[src/inc/pmc_pkg.sv]
// Package for the power mode controller: modes, field positions, counts.
// Assumes a single system clock domain at 100 MHz.
package pmc_pkg;

    localparam int unsigned PMC_NUM_MODES     = 5;
    localparam int unsigned PMC_NUM_WAKE      = 4;
    // Wake flag bit positions inside the wake configuration byte.
    localparam int unsigned WK_CMP_RISE       = 0;
    localparam int unsigned WK_PORT_MATCH     = 1;
    localparam int unsigned WK_RTC_ALARM      = 2;
    localparam int unsigned WK_RTC_OSC_FAIL   = 3;
    localparam int unsigned WK_RST_PIN        = 4;
    // Power control bit positions.
    localparam int unsigned PC_IDLE_BIT       = 0;
    localparam int unsigned PC_STOP_BIT       = 1;
    localparam logic [4:0]  WAKE_FLAGS_RESET  = 5'h00;
    localparam logic [15:0] RESET_VECTOR      = 16'h0000;
    // Blanking of wake flags after a suspend exit, in system clocks.
    localparam int unsigned FLAG_BLANK_CLKS   = 2;
    // Software hold-off after a reset-pin wake-up.
    localparam int unsigned RST_WAKE_HOLD_US  = 15;
    localparam int unsigned CLK_MHZ           = 100;
    localparam int unsigned RST_WAKE_HOLD_CLKS =
        RST_WAKE_HOLD_US * CLK_MHZ;

    typedef enum logic [4:0] {
        PMC_NORMAL  = 5'h01,
        PMC_IDLE    = 5'h02,
        PMC_STOP    = 5'h04,
        PMC_SUSPEND = 5'h08,
        PMC_SLEEP   = 5'h10
    } pmc_mode_e;

    // Mode request strobes written by the CPU core.
    typedef struct packed {
        logic idle;
        logic stop;
        logic suspend;
        logic sleep;
    } pmc_req_s;

    // Raw wake-up events from peripherals.
    typedef struct packed {
        logic rtc_osc_fail;
        logic rtc_alarm;
        logic port_match;
        logic cmp_rise;
    } pmc_wake_s;

endpackage

[src/design/pmc_sync.sv]
// Two-flop synchroniser for a bus of asynchronous levels.
// Assumes the inputs are quasi-static relative to the system clock.
`timescale 1ns/1ps
module pmc_sync
    import pmc_pkg::*;
#(
    parameter int unsigned WIDTH = 1
) (
    input  wire logic             i_clk,
    input  wire logic             i_rst,
    input  wire logic             i_ce,
    input  wire logic [WIDTH-1:0] i_async,
    output logic      [WIDTH-1:0] o_sync
);
    logic [WIDTH-1:0] meta_reg;
    logic [WIDTH-1:0] meta_next;
    logic [WIDTH-1:0] sync_reg;
    logic [WIDTH-1:0] sync_next;

    always_comb begin
        meta_next = meta_reg;
        sync_next = sync_reg;
        if (i_ce) begin
            meta_next = i_async;
            sync_next = meta_reg;
        end
    end

    always_ff @(posedge i_clk) begin
        if (i_rst) begin
            meta_reg <= '0;
            sync_reg <= '0;
        end else begin
            meta_reg <= meta_next;
            sync_reg <= sync_next;
        end
    end

    assign o_sync = sync_reg;
endmodule

[src/design/pmc_wake_flags.sv]
// Sticky wake-up flags with software clear and post-suspend read blanking.
// Assumes event inputs are synchronous single-clock pulses or levels.
`timescale 1ns/1ps
module pmc_wake_flags
    import pmc_pkg::*;
(
    input  wire logic                    i_clk,
    input  wire logic                    i_rst,
    input  wire logic                    i_ce,
    input  wire logic [PMC_NUM_WAKE:0]   i_event,
    input  wire logic                    i_clear,
    input  wire logic                    i_blank_start,
    output logic      [PMC_NUM_WAKE:0]   o_flags,
    output logic      [PMC_NUM_WAKE:0]   o_flags_visible
);
    logic [PMC_NUM_WAKE:0] flags_reg;
    logic [PMC_NUM_WAKE:0] flags_next;
    logic [1:0]            blank_reg;
    logic [1:0]            blank_next;

    always_comb begin
        flags_next = flags_reg;
        blank_next = blank_reg;
        if (i_ce) begin
            // Set beats clear so an event in the clear cycle survives.
            if (i_clear) begin
                flags_next = '0;
            end
            flags_next = flags_next | i_event;
            if (i_blank_start) begin
                blank_next = 2'(FLAG_BLANK_CLKS);
            end else if (blank_reg != 2'h0) begin
                blank_next = blank_reg - 2'h1;
            end
        end
    end

    always_ff @(posedge i_clk) begin
        if (i_rst) begin
            flags_reg <= WAKE_FLAGS_RESET;
            blank_reg <= 2'h0;
        end else begin
            flags_reg <= flags_next;
            blank_reg <= blank_next;
        end
    end

    assign o_flags         = flags_reg;
    assign o_flags_visible = (blank_reg != 2'h0) ? '0 : flags_reg;
endmodule

[src/design/pmc_top.sv]
// Power mode controller: normal, idle, stop, suspend and sleep sequencing.
// Assumes the CPU core raises request strobes when the writing instruction
// retires, and that wake sources and the reset pin are asynchronous.
`timescale 1ns/1ps
module pmc_top
    import pmc_pkg::*;
(
    input  wire logic                  I_REF_CLK,
    input  wire logic                  I_RST,
    input  wire logic                  I_CE,
    input  wire pmc_req_s              I_MODE_REQ,
    input  wire logic [PMC_NUM_WAKE-1:0] I_WAKE_EN,
    input  wire logic                  I_WAKE_CLEAR,
    input  wire logic                  I_INT_PENDING,
    input  wire logic                  I_WDT_EN,
    input  wire logic                  I_WDT_TIMEOUT,
    input  wire logic                  I_MCD_EN,
    input  wire logic                  I_MCD_TIMEOUT,
    input  wire logic                  I_EXT_RESET,
    input  wire pmc_wake_s             I_WAKE_EVT,
    input  wire logic                  I_RST_PIN_N,
    output pmc_mode_e                  O_MODE,
    output logic                       O_CPU_HALT,
    output logic                       O_CPU_RESET,
    output logic [15:0]                O_RESUME_VECTOR_SEL,
    output logic                       O_IDLE_SEL,
    output logic                       O_STOP_SEL,
    output logic                       O_SYSCLK_GATE,
    output logic                       O_PREC_OSC_EN,
    output logic                       O_LP_OSC_EN,
    output logic                       O_PERIPH_FREEZE,
    output logic                       O_INT_SERVICE,
    output logic [7:0]                 O_WAKE_CONFIG,
    output logic                       O_WAKE_FROM_RST_PIN,
    output logic                       O_SUPPLY_GATE
);
    // Pin and wake-source levels pass two flops before any logic reads them.
    logic [PMC_NUM_WAKE:0] raw_async;
    logic [PMC_NUM_WAKE:0] raw_sync;
    logic [PMC_NUM_WAKE:0] prev_reg;
    logic [PMC_NUM_WAKE:0] prev_next;
    logic [PMC_NUM_WAKE:0] evt;
    logic [PMC_NUM_WAKE:0] flags;
    logic [PMC_NUM_WAKE:0] flags_vis;
    logic                  suspend_exit;

    // Suspend and sleep share clock gating and wake-up handling.
    function automatic logic is_gated(input pmc_mode_e m);
        return (m == PMC_SUSPEND) || (m == PMC_SLEEP);
    endfunction

    assign raw_async = {~I_RST_PIN_N, I_WAKE_EVT.rtc_osc_fail,
                        I_WAKE_EVT.rtc_alarm, I_WAKE_EVT.port_match,
                        I_WAKE_EVT.cmp_rise};

    pmc_sync #(.WIDTH(PMC_NUM_WAKE + 1)) u_sync (
        .i_clk   (I_REF_CLK),
        .i_rst   (I_RST),
        .i_ce    (I_CE),
        .i_async (raw_async),
        .o_sync  (raw_sync)
    );

    // Rising edges only: comparator rise and reset pin falling edge.
    assign evt = raw_sync & ~prev_reg;

    pmc_wake_flags u_flags (
        .i_clk           (I_REF_CLK),
        .i_rst           (I_RST),
        .i_ce            (I_CE),
        .i_event         (evt),
        .i_clear         (I_WAKE_CLEAR),
        .i_blank_start   (suspend_exit),
        .o_flags         (flags),
        .o_flags_visible (flags_vis)
    );

    pmc_mode_e   mode_reg;
    pmc_mode_e   mode_next;
    logic        idle_sel_reg;
    logic        idle_sel_next;
    logic        stop_sel_reg;
    logic        stop_sel_next;
    logic [PMC_NUM_WAKE-1:0] wen_reg;
    logic [PMC_NUM_WAKE-1:0] wen_next;
    logic        rstwk_reg;
    logic        rstwk_next;
    logic        cpu_rst_reg;
    logic        cpu_rst_next;
    logic        int_srv_reg;
    logic        int_srv_next;
    logic [7:0]  cfg_reg;
    logic [7:0]  cfg_next;
    logic        any_reset;
    logic        wake_hit;
    logic        enabled_flag_set;

    // Watchdog and missing clock detector only count when enabled.
    assign any_reset = I_EXT_RESET
                     | (I_WDT_EN & I_WDT_TIMEOUT)
                     | (I_MCD_EN & I_MCD_TIMEOUT);
    // Reset pin edges always wake, even a glitch too short to reset.
    assign wake_hit = (|(evt[PMC_NUM_WAKE-1:0] & wen_reg))
                    | evt[WK_RST_PIN];
    // The reset pin is always a wake source, so its flag blocks entry too.
    assign enabled_flag_set = |(flags & {1'b1, I_WAKE_EN});
    assign suspend_exit = I_CE & wake_hit & is_gated(mode_reg);

    always_comb begin
        mode_next     = mode_reg;
        idle_sel_next = idle_sel_reg;
        stop_sel_next = stop_sel_reg;
        wen_next      = wen_reg;
        rstwk_next    = rstwk_reg;
        cpu_rst_next  = cpu_rst_reg;
        int_srv_next  = int_srv_reg;
        prev_next     = prev_reg;
        if (I_CE) begin
            cpu_rst_next = 1'b0;
            int_srv_next = 1'b0;
            prev_next = raw_sync;
            case (mode_reg)
                PMC_NORMAL: begin
                    // Priority keeps only one low-power mode active.
                    if (I_MODE_REQ.sleep && !enabled_flag_set) begin
                        mode_next = PMC_SLEEP;
                        wen_next  = I_WAKE_EN;
                    end else if (I_MODE_REQ.suspend
                                 && !enabled_flag_set) begin
                        mode_next = PMC_SUSPEND;
                        wen_next  = I_WAKE_EN;
                    end else if (I_MODE_REQ.stop) begin
                        mode_next     = PMC_STOP;
                        stop_sel_next = 1'b1;
                    end else if (I_MODE_REQ.idle) begin
                        mode_next     = PMC_IDLE;
                        idle_sel_next = 1'b1;
                    end
                end
                PMC_IDLE: begin
                    if (I_INT_PENDING) begin
                        mode_next     = PMC_NORMAL;
                        idle_sel_next = 1'b0;
                        int_srv_next  = 1'b1;
                    end
                end
                PMC_STOP: begin
                    // Only the reset path below leaves stop.
                    mode_next = PMC_STOP;
                end
                PMC_SUSPEND, PMC_SLEEP: begin
                    if (wake_hit) begin
                        mode_next  = PMC_NORMAL;
                        rstwk_next = evt[WK_RST_PIN];
                    end
                end
                default: begin
                    mode_next = PMC_NORMAL;
                end
            endcase
            if (any_reset) begin
                mode_next     = PMC_NORMAL;
                idle_sel_next = 1'b0;
                stop_sel_next = 1'b0;
                cpu_rst_next  = 1'b1;
            end
        end
    end

    // Wake configuration byte: mode strobes at the top read zero.
    always_comb begin
        cfg_next = cfg_reg;
        if (I_CE) begin
            cfg_next = 8'h00;
            cfg_next[PMC_NUM_WAKE-1:0] = flags_vis[PMC_NUM_WAKE-1:0];
            // The pin wake flag is blanked with the others after an exit.
            cfg_next[WK_RST_PIN] = flags_vis[WK_RST_PIN];
            if (suspend_exit) begin
                // Old flags must not show in the first clock after a wake.
                cfg_next = 8'h00;
            end
        end
    end

    always_ff @(posedge I_REF_CLK) begin
        if (I_RST) begin
            mode_reg     <= PMC_NORMAL;
            idle_sel_reg <= 1'b0;
            stop_sel_reg <= 1'b0;
            wen_reg      <= '0;
            rstwk_reg    <= 1'b0;
            cpu_rst_reg  <= 1'b0;
            int_srv_reg  <= 1'b0;
            prev_reg     <= '0;
            cfg_reg      <= 8'h00;
        end else begin
            mode_reg     <= mode_next;
            idle_sel_reg <= idle_sel_next;
            stop_sel_reg <= stop_sel_next;
            wen_reg      <= wen_next;
            rstwk_reg    <= rstwk_next;
            cpu_rst_reg  <= cpu_rst_next;
            int_srv_reg  <= int_srv_next;
            prev_reg     <= prev_next;
            cfg_reg      <= cfg_next;
        end
    end

    // Outputs other than vec_reg, which holds RESET_VECTOR, decode mode_next into flops, so they change on the same edge as the mode register.
    logic halt_reg;
    logic gate_reg;
    logic prec_reg;
    logic lp_reg;
    logic frz_reg;
    logic supply_reg;
    logic halt_next;
    logic gate_next;
    logic prec_next;
    logic lp_next;
    logic frz_next;
    logic supply_next;
    logic [15:0] vec_reg;
    logic [15:0] vec_next;

    always_comb begin
        halt_next   = halt_reg;
        gate_next   = gate_reg;
        prec_next   = prec_reg;
        lp_next     = lp_reg;
        frz_next    = frz_reg;
        supply_next = supply_reg;
        vec_next    = vec_reg;
        if (I_CE) begin
            // Idle only halts the CPU; peripherals and memory keep state.
            halt_next   = (mode_next != PMC_NORMAL);
            gate_next   = is_gated(mode_next);
            frz_next    = gate_next;
            // Stop leaves the low-power oscillator as it was.
            prec_next   = !((mode_next == PMC_STOP) || gate_next);
            lp_next     = !gate_next;
            supply_next = (mode_next == PMC_SLEEP);
        end
    end

    always_ff @(posedge I_REF_CLK) begin
        if (I_RST) begin
            halt_reg   <= 1'b0;
            gate_reg   <= 1'b0;
            prec_reg   <= 1'b1;
            lp_reg     <= 1'b1;
            frz_reg    <= 1'b0;
            supply_reg <= 1'b0;
            vec_reg    <= RESET_VECTOR;
        end else begin
            halt_reg   <= halt_next;
            gate_reg   <= gate_next;
            prec_reg   <= prec_next;
            lp_reg     <= lp_next;
            frz_reg    <= frz_next;
            supply_reg <= supply_next;
            vec_reg    <= vec_next;
        end
    end

    assign O_MODE              = mode_reg;
    assign O_CPU_HALT          = halt_reg;
    assign O_CPU_RESET         = cpu_rst_reg;
    assign O_RESUME_VECTOR_SEL = vec_reg;
    assign O_IDLE_SEL          = idle_sel_reg;
    assign O_STOP_SEL          = stop_sel_reg;
    assign O_SYSCLK_GATE       = gate_reg;
    assign O_PREC_OSC_EN       = prec_reg;
    assign O_LP_OSC_EN         = lp_reg;
    assign O_PERIPH_FREEZE     = frz_reg;
    assign O_INT_SERVICE       = int_srv_reg;
    assign O_WAKE_CONFIG       = cfg_reg;
    assign O_WAKE_FROM_RST_PIN = rstwk_reg;
    assign O_SUPPLY_GATE       = supply_reg;
endmodule

[config.mk]
export PLATFORM = sky130hd
export DESIGN_NAME = pmc_top
export DESIGN_NICKNAME = d
export VERILOG_FILES = /design/src/inc/pmc_pkg.sv /design/src/design/pmc_sync.sv /design/src/design/pmc_wake_flags.sv /design/src/design/pmc_top.sv
export SDC_FILE = /design/constraint.sdc
export NUM_CORES = 1
export LEC_CHECK = 0
export BUFFER_PORTS_ARGS = -buffer_cell sky130_fd_sc_hd__buf_2
export CORE_UTILIZATION = 52
export DETAILED_ROUTE_END_ITERATION = 8
export PLACE_DENSITY = 0.79
export SLEW_MARGIN = 10
export SYNTH_ARGS = -nofsm -noshare
export SYNTH_HDL_FRONTEND = slang
export SYNTH_SLANG_ARGS = --single-unit
[constraint.sdc]
create_clock -name I_REF_CLK -period 2 [get_ports I_REF_CLK]
set_input_delay 0.3 -clock I_REF_CLK [delete_from_list [all_inputs] [get_ports I_REF_CLK]]
set_output_delay 0.3 -clock I_REF_CLK [all_outputs]
set_load 0.005 [all_outputs]
==> results of run 1 <==
[power groups by stage]
stage / sequential (mW) / combinational [mW] / clock (mW)
after floorplan: 0.983 / 0.191 / 0
after global placement: 0.988 / 0.229 / 0
after detailed placement: 0.990 / 0.235 / 0
after CTS: 0.968 / 0.235 / 0.600
after global routing: 0.974 / 0.269 / 0.647
final: 0.969 / 0.243 / 0.584
[worst max path at each step]
stage                     to  slack (ns)  cells past startpoint
2_1_floorplan  O_PREC_OSC_EN        0.25                      7
3_3_place_gp     O_LP_OSC_EN        0.08                      8
3_5_place_dp   O_PREC_OSC_EN       0.002                      8
4_1_cts        O_PREC_OSC_EN         0.1                      7
5_1_grt          O_LP_OSC_EN        0.02                      6
6_report       O_PREC_OSC_EN        0.10                      7
[worst reg2reg max path, stage by stage (launching register included)]
cell and delay (ns):
sky130_fd_sc_hd__dfxtp_1 0.34, sky130_fd_sc_hd__a222oi_1 0.37, sky130_fd_sc_hd__buf_4 0.19, sky130_fd_sc_hd__nand3_2 0.10, sky130_fd_sc_hd__a211oi_2 0.28, sky130_fd_sc_hd__nand4_2 0.19, sky130_fd_sc_hd__a211oi_1 0.23, sky130_fd_sc_hd__a21oi_1 0.09
[per-stage QoR]
stage	instances	setup slack, ns	util	hold WS (ns)
after global placement	341	0.07697	0.6060	0.4515
final	350	0.1005	0.6355	0.1720
after floorplan	269	0.2502	-	0.3990
after detailed placement	341	0.002346	0.6060	0.4674
after global routing	350	0.01652	0.6355	0.1677
after CTS	349	0.09923	0.6282	0.1626
[metal layers]
metal / share of wire / global-route usage / wire length [um] / up-vias
li1: - / - / - / 944
met1: 0.43 / 0.2848 / 2205 / 910
met2: 0.47 / 0.3640 / 2383 / 80
met3: 0.062 / 0.06333 / 315 / 21
met4: 0.034 / 0.1458 / 172 / 0
met5: 0 / 0 / 0 / -
[repair_timing]
action,4_1_cts,5_1_grt
resized for setup,0,7
hold endpoints to repair,0,0
buffers inserted,0,1
setup endpoints to repair,0,6
[final cells by class]
type                            instances  share of cell area
Tap cell                               50             0.02392
Sequential cell                        46              0.3536
Timing Repair Buffer                   58              0.1254
Clock buffer                            7             0.03301
Clock inverter                          1            0.001914
Multi-Input combinational cell        179              0.4493
Inverter                                9             0.01292
[Yosys cell counts, types with 2 or more instances]
library cell                n
sky130_fd_sc_hd__a211oi_1   5
sky130_fd_sc_hd__a21oi_1    7
sky130_fd_sc_hd__a22oi_1    7
sky130_fd_sc_hd__a31o_2     2
sky130_fd_sc_hd__a31oi_1    3
sky130_fd_sc_hd__a32oi_1    5
sky130_fd_sc_hd__and3_1     3
sky130_fd_sc_hd__and3_2     2
sky130_fd_sc_hd__buf_2      2
sky130_fd_sc_hd__buf_4     23
sky130_fd_sc_hd__buf_6      2
sky130_fd_sc_hd__clkbuf_1   7
sky130_fd_sc_hd__dfxtp_1   46
sky130_fd_sc_hd__inv_1      9
sky130_fd_sc_hd__mux2i_1   19
sky130_fd_sc_hd__nand2_1    9
sky130_fd_sc_hd__nand2b_1   2
sky130_fd_sc_hd__nand3_1    3
sky130_fd_sc_hd__nand3_2    2
sky130_fd_sc_hd__nand3b_1   3
sky130_fd_sc_hd__nand4b_1   2
sky130_fd_sc_hd__nor2_1    45
sky130_fd_sc_hd__nor3_1     3
sky130_fd_sc_hd__o21ai_0    3
sky130_fd_sc_hd__o21bai_1   2
sky130_fd_sc_hd__xnor2_1    3
[cells by family (layout without fill, tap and decap cells)]
| kind of cell | Yosys count | count (layout) | share of synthesized area |
|---|---|---|---|
| xor+xnor | 4 | 4 | 0.01537 |
| simple gates | 88 | 88 | 0.2069 |
| flops | 46 | 46 | 0.4040 |
| buf+inv | 44 | 75 | 0.1186 |
| fa+ha+maj | 1 | 1 | 0.005488 |
| compound gates | 48 | 48 | 0.1647 |
| other cells | 1 | 19 | 0.001645 |
| mux | 19 | 19 | 0.08342 |
==> impl_summary.md, run 1 <==
Drt
After detailed routing, the number of remaining DRC violations is 0. The final layout contains routed wiring with a total length of 5.077 mm. The total vias in the final route is 1955. The first-pass iteration count of the detailed router is 5. The detailed router finished its first iteration with 154 violations. The number of nets with antenna violations after routing is 0. Dividing the detail-routed via count by the number of cells gives 5.586. The average wire per cell in the routed design is 14.51 um.

Logic synthesis
The count of different cell masters after synthesis is 58. The post-synthesis instance area is 2280 sq um. After synthesis, the share of flip-flops with an asynchronous set or reset is 0. The number of warning messages in the yosys log is 0. Of the post-synthesis cell area, the dominant cell type holds 0.4040. The post-synthesis register bit count is 46. Summed over all instances, the cell type with the most area after synthesis is sky130_fd_sc_hd__dfxtp_1. In this run the mean area of a mapped cell was just over 9 sq um. After synthesis, the cell types taking the most area are sky130_fd_sc_hd__dfxtp_1, sky130_fd_sc_hd__mux2i_1, sky130_fd_sc_hd__buf_4, sky130_fd_sc_hd__nor2_1, sky130_fd_sc_hd__a22oi_1. The most common flop cell mapped by yosys is sky130_fd_sc_hd__dfxtp_1. Counting every instance in the synthesized netlist gives 251. The sequential element share of the synthesized area is 0.4040. The number of enable-type register cells in the synthesized netlist is 0.

Worst hold path
The hold-critical path depth is 2. The startpoint of the worst hold path is I_RST_PIN_N. The worst hold path class is primary input to flop. The path with the worst hold slack has its endpoint at u_sync.meta_reg[4].

CTS
The clock tree from TritonCTS is done. Counting the buffers created by CTS gives 5. Buffers inserted to repair hold after CTS numbered 0. CTS saw 46 sinks. In this run the clock root is driven by a sky130_fd_sc_hd__clkbuf_8.

Clock-pin slew was measured on the worst setup and hold paths at 0.08 ns. The latest clock arrival within the worst-skew pair is 0.30 ns. The H-tree was split into 2 levels. The maximum buffer depth of the clock tree is 2.

Power
The leakage dissipation is 1.170 nW. After layout, the design draws a total of 1.796 mW. Of the total power, the share spent switching nets is 0.2603. Internal power comes to ~1.3 mW. The clock group share of total power is 0.325. The switching power is 0.4675 mW.

VDD sags by at most 455.1 uV. The sequential share of power is 0.539. The share of total power dissipated in combinational logic is 0.135. In this run the power density over the cells is 686.9 nW/um^2.

Place
The number of buffers added on ports is 43. The congestion estimate from routability-driven global placement came to roughly 0.9. Once placement finished, the instance area stood at 2494 sq um. The half-perimeter wire length after placement is approximately 3.7 mm.

Worst setup path
The arrival time at the worst endpoint is 2.09 ns. In this run the critical register-to-register path is launched from u_flags.o_flags[1]. The category of the critical setup timing path is flop to flop. The launch point of the critical path is u_flags.o_flags[1]. The endpoint identified for the worst register-to-register timing path is O_PREC_OSC_EN.

Of all nets on the critical path, the largest fanout is 3. Walking the worst path, the cells encountered are a222oi_1 -> buf_4 -> nand3_2 -> a211oi_2 -> nand4_2 -> a211oi_1 -> a21oi_1. The worst setup path is captured at a flop. The required time of the worst setup path is 2.19 ns. The peak per-stage delay on the critical path is 0.37 ns. The critical path's top delay family is compound AO/OA/AOI/OAI gates. The critical path's slowest cell is sky130_fd_sc_hd__a222oi_1. Counting cells, the worst reg-to-reg path comes to 7.

The worst setup path is launched from a flop. The critical path buffer and inverter count is 1. The worst setup slack for register-to-register paths is a little over 0.1 ns.

GRT
Entering global routing, the biggest net connects 47 pins. The overall routing resource usage is 0.2344. The number of global-route vias before repair is 1695. The global route total overflow is 0. The number of antenna violations at the first check in global routing came to 0. The global-route wire length before repair is 7.803 mm.

Layout
The repair_antennas step left the layout with diodes totalling 0. The layout has ~370 filler cells. The post-layout instance area is around 2600 sq um. The layout-stage area growth over the synthesis result is 14.71%. The multi-input combinational cell area is 1175 sq um. The final layout contains 323 nets. In the layout the commonest cells are sky130_fd_sc_hd__nor2_1, sky130_fd_sc_hd__dfxtp_1, sky130_fd_sc_hd__buf_2. In the final layout, the share of cells above drive strength 1 is 0.2867. The sequential cell area is 924.6 sq um.

The library cell used most frequently in the layout, excluding fill and tap cells, is sky130_fd_sc_hd__nor2_1.

Die
The initial cell density of the core is 0.5540. The die covers 4653 sq um. The core area is 4115 sq um. During I/O placement, the number of pins put on the boundary was 63. The floorplan row count is 23. The height of the die is 68.21 um. The floorplan step set the die width to roughly 70 um.

Status
The run finished with clean final reports.

Timing
Setup repair after global routing left no endpoint under its margin. Between clock sinks in the finished design, the worst skew comes to 0.004865 ns. The final critical delay including setup and external delays is 1.899 ns. The total count of max-transition violations in the final report came to 0.

The count of endpoints failing hold in the final timing report is 0. In the finished design, the share of the clock period the worst path needs comes to 0.9497. After routing, the total negative slack on setup checks comes to 0 ns.

Static timing analysis puts the maximum clock frequency at 526.5 MHz. Setup violations remaining at the end of the flow were counted as 0.

Job
Max-cap violations in this run came to 0.
Power figures use the tool's default switching activity.
==> inputs of run 2 (changes only) <==
--- a/config.mk
+++ b/config.mk
@@ -5,10 +5,12 @@
 export SDC_FILE = /design/constraint.sdc
 export NUM_CORES = 1
 export LEC_CHECK = 0
+export ABC_CLOCK_PERIOD_IN_PS = 2000
 export BUFFER_PORTS_ARGS = -buffer_cell sky130_fd_sc_hd__buf_2
 export CORE_UTILIZATION = 52
 export DETAILED_ROUTE_END_ITERATION = 8
 export PLACE_DENSITY = 0.79
+export RECOVER_POWER = 100
 export SLEW_MARGIN = 10
 export SYNTH_ARGS = -nofsm -noshare
 export SYNTH_HDL_FRONTEND = slang
==> impl_summary.md, run 2 (synthesized netlist as in run 1, its figures left out) <==
Worst hold path
In this run the worst hold path is classified as primary input to flop.

CTS
After clock tree synthesis, the flow added hold-fix buffers numbering 0. The clock slew at the register clock pins of the worst setup and hold paths is 0.08 ns. The latest clock arrival within the worst-skew pair is 0.30 ns. The tree is rooted in a sky130_fd_sc_hd__clkbuf_8. The clock tree from TritonCTS is done. In this run the number of H-tree levels came out at 2. For this design, the sink count on the clock tree is 46. The total CTS buffers is 5. The maximum buffer depth of the clock tree is 2.

Job
The max capacitance violation total is 0.

Die
The area of the die is 4653 sq um. The die boundary width is 68.21 um. The height of the die is 68.21 um. The initial utilization of the core area, before any placement, comes to 0.5540. The number of placed I/O pins is 63.

The core area is 4115 sq um. After floorplanning, the core was divided into 23 placement rows.

Worst setup path
The category of the critical setup timing path is flop to flop. Walking the worst path, the cells encountered are a222oi_1 -> buf_4 -> nand3_2 -> a211oi_2 -> nand4_2 -> a211oi_1 -> a21oi_1. The largest fanout of any net on the critical path is 3.

The critical path's slowest cell is sky130_fd_sc_hd__a222oi_1. The critical path buffer and inverter count is 1. The required time of the worst setup path is ~2.2 ns.

The worst setup path is captured at a flop. The critical path's top delay family is compound AO/OA/AOI/OAI gates. The category of the worst setup path launch point is a flop.

The arrival time at the worst endpoint is 2.08 ns. The peak per-stage delay on the critical path is 0.35 ns.

Drt
The average wire per cell in the routed design is 14.71 um. Using the TritonRoute via totals, the vias-per-cell ratio works out to 5.614. The total vias in the final route is 1965.

The first routing iteration left 183 violations. In this run the remaining antenna-violating nets after routing total 0. In the routed design, unresolved DRC markers number 0.

The first detailed-routing pass took 4 iterations. The total wire length is 5.148 mm.

Timing
The clock tree skew after final layout is between 0.004 and 0.005 ns. The total count of max-transition violations in the final report is 0. The pin slew with the least headroom to its limit is 0.6788 ns.

The worst-case headroom to the max-slew limit is 0.5475. In the finished design, the share of the clock period the worst path needs comes to 0.9473. Subtracting the final worst setup slack from the clock period gives roughly 1.9 ns.

Setup violations remaining at the end of the flow were counted as 0. Timing would allow up to 527.8 MHz. Setup total negative slack on the finished layout was measured at 0 ns. Setup repair after global routing left no endpoint under its margin. The count of endpoints failing hold in the final timing report is 0.

Place
Buffers placed on the I/O ports in this run total 43. The cell area after placement is 2494 sq um. The final RePlAce weighted congestion is 0.8858.

The total instance count after detailed placement is ~340. The half-perimeter wire length after placement is 3.684 mm.

Power
In this run the power spent charging and discharging nets is 0.4666 mW. Of the total power, combinational logic draws 0.134. The leakage dissipation is 1.122 nW. The switching part of the total power is 0.2604.

The power density over cell area is 692.3 nW/um^2. The internal power of the cells totals 1.325 mW. The maximum resistive drop on vdd is 455.2 uV.

The share of total power dissipated in the clock network is 0.325. Total power for the finished layout comes to 1.792 mW. The sequential share of power is 0.541.

GRT
The overall routing resource usage is 0.2344. The number of antenna violations at the first check in global routing is 0. The number of global-route vias before repair is 1695. For this run the aggregate overflow at the end of global routing stands at 0. The first global-routing pass estimated 7.803 mm of wire. The pin count of the biggest net entering global routing is 47.

Layout
The count of antenna diodes in the layout is 0. In the layout the commonest cells are sky130_fd_sc_hd__nor2_1, sky130_fd_sc_hd__dfxtp_1, sky130_fd_sc_hd__buf_2. The layout-stage area growth over the synthesis result is 13.56%.

The post-layout instance area is 2589 sq um. The count of cells in the finished layout, fillers not included, comes to 350. The net count of the finished layout is 323. The count of fill cells added during filler insertion is 378. Of the cells placed in the final design, the portion with a size suffix greater than 1 is 0.2433. The library cell used most frequently in the layout, excluding fill and tap cells, is sky130_fd_sc_hd__nor2_1. At the end of the flow the core is filled with cells to 0.6291.

Status
The run finished with clean final reports.
[run 2: changes by cell type in the layout (fill, tap and decap cells not counted)]
cell,change
sky130_fd_sc_hd__buf_2,-9
sky130_fd_sc_hd__buf_4,-4
sky130_fd_sc_hd__clkbuf_1,+12
sky130_fd_sc_hd__clkbuf_4,+1
sky130_fd_sc_hd__o21ai_0,+1
sky130_fd_sc_hd__o21ai_2,-1
[run 2: metrics by stage]
step           worst slack, ns  hold WS (ns)
2_1_floorplan           0.2502        0.3990
3_3_place_gp           0.07697        0.4515
3_5_place_dp          0.002346        0.4674
4_1_cts                0.09923        0.1626
5_1_grt                0.01417        0.1677
6_report                0.1053        0.1745
[run 2: worst paths after layout]
check / startpoint / to / slack (ns) / cells after the start
worst min register to register: O_CPU_RESET / O_CPU_RESET / 0.48 / 2
worst max register to register: u_flags.o_flags[1] / O_PREC_OSC_EN / 0.11 / 7
worst max-delay path: u_flags.o_flags[1] / O_PREC_OSC_EN / 0.11 / 7
worst min-delay path: I_RST_PIN_N / u_sync.meta_reg[4] / 0.17 / 2
[run 2: power by group through the flow]
stage / logic (mW) / registers [mW] / clock network [mW]
after floorplan: 0.191 / 0.983 / 0
after global placement: 0.229 / 0.988 / 0
after detailed placement: 0.235 / 0.990 / 0
after CTS: 0.235 / 0.968 / 0.600
after global routing: 0.266 / 0.974 / 0.647
final: 0.240 / 0.969 / 0.583
[run 2: routing by layer]
metal,wire [um],global-route usage,share of wire,up-vias
met3,380,0.06333,0.074,20
met5,0,0,0,-
li1,-,-,-,945
met2,2380,0.3640,0.46,92
met4,174,0.1458,0.034,0
met1,2214,0.2848,0.43,908
[run 2: final cells by class]
type / instances / area, sq um / share of cell area
inverter: 9 / 33.78 / 0.01305
sequential: 46 / 924.6 / 0.3572
multi-input combinational: 179 / 1171 / 0.4524
timing repair buffer: 58 / 305.3 / 0.1179
tap: 50 / 62.56 / 0.02417
clock buffer: 7 / 86.33 / 0.03335
clock inverter: 1 / 5.005 / 0.001933
[run 2: timing repair]
action                     CTS  global route
setup endpoints to repair    0             6
resized for setup            0             7
setup buffers                0             1
==> inputs of run 3 (changes only) <==
==> constraint.sdc (replaced) <==
create_clock -name I_REF_CLK -period 2 [get_ports I_REF_CLK]
set_input_delay 0.4 -clock I_REF_CLK [delete_from_list [all_inputs] [get_ports I_REF_CLK]]
set_output_delay 0.4 -clock I_REF_CLK [all_outputs]
set_load 0.005 [all_outputs]
==> impl_summary.md, run 3 (synthesized netlist as in run 1, its figures left out) <==
Layout
The commonest non-fill, non-tap cell in the layout is sky130_fd_sc_hd__nor2_1. The net count of the finished layout is 321. The layout-stage area growth over the synthesis result is 12.51%. The ratio of cells with drive above 1 in the final layout is 0.2383. The count of antenna diodes in the layout is 0. The library cells used most frequently in the layout, excluding fill and tap cells, are sky130_fd_sc_hd__nor2_1, sky130_fd_sc_hd__dfxtp_1, sky130_fd_sc_hd__buf_2.

The count of placed standard cells in the final layout, fillers left out is 348. Fill cells in the final layout number 394.

CTS
The clock slew at the register clock pins of the worst setup and hold paths is 0.09 ns. The total number of clock tree sinks is 46. The total CTS buffers is 5. The clock tree from TritonCTS is done. The later pin in the worst-skew pair is clocked with a latency of 0.30 ns. The number of buffers inserted by hold repair at cts is 0. The library cell used as clock root buffer is sky130_fd_sc_hd__clkbuf_8. The H-tree level count is 2. The longest clock path from root to sink contains 2 buffers.

Timing
Of the available clock period, the critical path in the final layout requires 0.9567. The clock tree skew after final layout is ~0.0054 ns. The count of endpoints failing hold in the final timing report is 0. The total count of max-transition violations in the final report came to 0. The clock period could shrink to 1.913 ns.

In the final timing run, aggregate negative setup slack is 0 ns. Setup violations remaining at the end of the flow were counted as 0. Setup repair after global routing could not meet its margin everywhere. The maximum operating frequency is 522.6 MHz.

Die
The die covers 4653 sq um. The initial cell density of the core is 0.5540. The floorplan row count is 23.

The number of placed I/O pins is 63. The height of the die is 68.21 um. The core region is ~4000 sq um. The die is 68.21 um wide.

GRT
The number of global-route vias before repair is 1658. The number of antenna violations at the first check in global routing is 0. The global route total overflow is 0. The overall routing resource usage is 0.2165.

The pin count of the biggest net entering global routing is 47. The first global-routing pass estimated 7.493 mm of wire.

Job
The tool flagged a number of max-cap violations equal to 0.

Worst setup path
The arrival time at the worst endpoint is 2.11 ns. Counting cells, the worst reg-to-reg path comes to 7. The largest fanout of any net on the critical path is 8. Data on the critical path is required at its endpoint by 2.20 ns. The critical path is of the flop to flop type. The worst setup path is captured at a flop. The category of the worst setup path launch point is a flop. The capturing point of the worst reg2reg path is O_PERIPH_FREEZE. The worst setup slack for register-to-register paths is 0.09 ns. The worst flop-to-flop path startpoint is O_MODE[2].

Drt
The number of nets with antenna violations after routing is 0. The first routing iteration left 121 violations. In the final routed layout, each cell accounts on average for around 14 um. The number of vias per cell is roughly 5.5. The total vias in the final route is 1931.

The total wire length is 4.868 mm. The first-pass iteration count of the detailed router is 4. For this run, design rule violations remaining after detail routing come to 0.

Status
The run finished with clean final reports.

Worst hold path
In this run the worst hold path is classified as primary input to flop. The endpoint of the worst hold-timing path is u_sync.meta_reg[4]. Counting instances, the worst hold path has a depth of 2. The startpoint of the worst hold path is I_RST_PIN_N.

Place
The number of buffers added on ports is 43. The total instance count after detailed placement is between 300 and 400. The congestion estimate from routability-driven global placement came to slightly above 0.9. Once detailed placement completed, the half-perimeter wirelength came to about 3.5 mm.

Power
The leakage dissipation is ~1.1 nW. The maximum resistive drop on vdd is 683.7 uV. The power density over cell area is 692.6 nW/um^2.
## run 3: where the power goes
group / switching, mW / internal, mW
combinational: 0.135 / 0.101
sequential: 0.0225 / 0.946
clock: 0.326 / 0.246
total: 0.484 / 1.29
## run 3: worst max-delay path by stage
stage	startpoint	to	slack [ns]	depth (start not counted)
floorplan	I_WAKE_EN[1]	O_PREC_OSC_EN	0.18	6
CTS	O_MODE[2]	O_MODE[0]	0.06	7
global route	u_flags.o_flags[2]	O_PREC_OSC_EN	-0.003	7
detailed placement	I_WAKE_EN[1]	O_PREC_OSC_EN	-0.07	8
global placement	I_WAKE_EN[1]	O_PREC_OSC_EN	0.009	8
finish	O_MODE[2]	O_PERIPH_FREEZE	0.09	7
## run 3: critical path, stage by stage (launching register included)
cell and delay [ns]:
sky130_fd_sc_hd__dfxtp_2 0.38, sky130_fd_sc_hd__nor4b_4 0.37, sky130_fd_sc_hd__buf_4 0.17, sky130_fd_sc_hd__and4_1 0.22, sky130_fd_sc_hd__and3_1 0.21, sky130_fd_sc_hd__a21oi_1 0.10
sky130_fd_sc_hd__xnor2_1 0.17, sky130_fd_sc_hd__a22o_1 0.18
## run 3: timing repair
| action | in CTS | in global routing |
|---|---|---|
| gates resized for setup | 0 | 5 |
| setup buffers | 0 | 1 |
| endpoints found under the setup margin | 0 | 3 |
| endpoints found under the hold margin | 0 | 0 |
## run 3: layout make-up
| cell class | count | area (sq um) | share of cell area |
|---|---|---|---|
| sequential | 46 | 924.6 | 0.3605 |
| clock buffer | 5 | 68.82 | 0.02683 |
| tap | 50 | 62.56 | 0.02439 |
| clock inverter | 3 | 21.27 | 0.008293 |
| multi-input combinational | 179 | 1157 | 0.4512 |
| inverter | 9 | 33.78 | 0.01317 |
| timing repair buffer | 56 | 296.5 | 0.1156 |
## run 3: per-layer routing
metal | part of all wire | routed length (um) | track usage
met5 | 0 | 0 | 0
met4 | 0.013 | 61 | 0.08333
met3 | 0.068 | 331 | 0.04333
met2 | 0.46 | 2249 | 0.3444
met1 | 0.46 | 2226 | 0.2860
## run 3: stage by stage
stage / power (mW) / util / worst slack, ns / hold slack [ns] / instance area, sq um
2_1_floorplan: 1.174 / - / 0.1759 / 0.4539 / 2347
3_3_place_gp: 1.217 / 0.6023 / 0.009364 / 0.4490 / 2479
3_5_place_dp: 1.222 / 0.6023 / -0.06989 / 0.4541 / 2479
4_1_cts: 1.784 / 0.6242 / 0.05856 / 0.2674 / 2569
5_1_grt: 1.854 / 0.6233 / -0.002987 / 0.2857 / 2565
6_report: 1.777 / 0.6233 / 0.08661 / 0.2747 / 2565
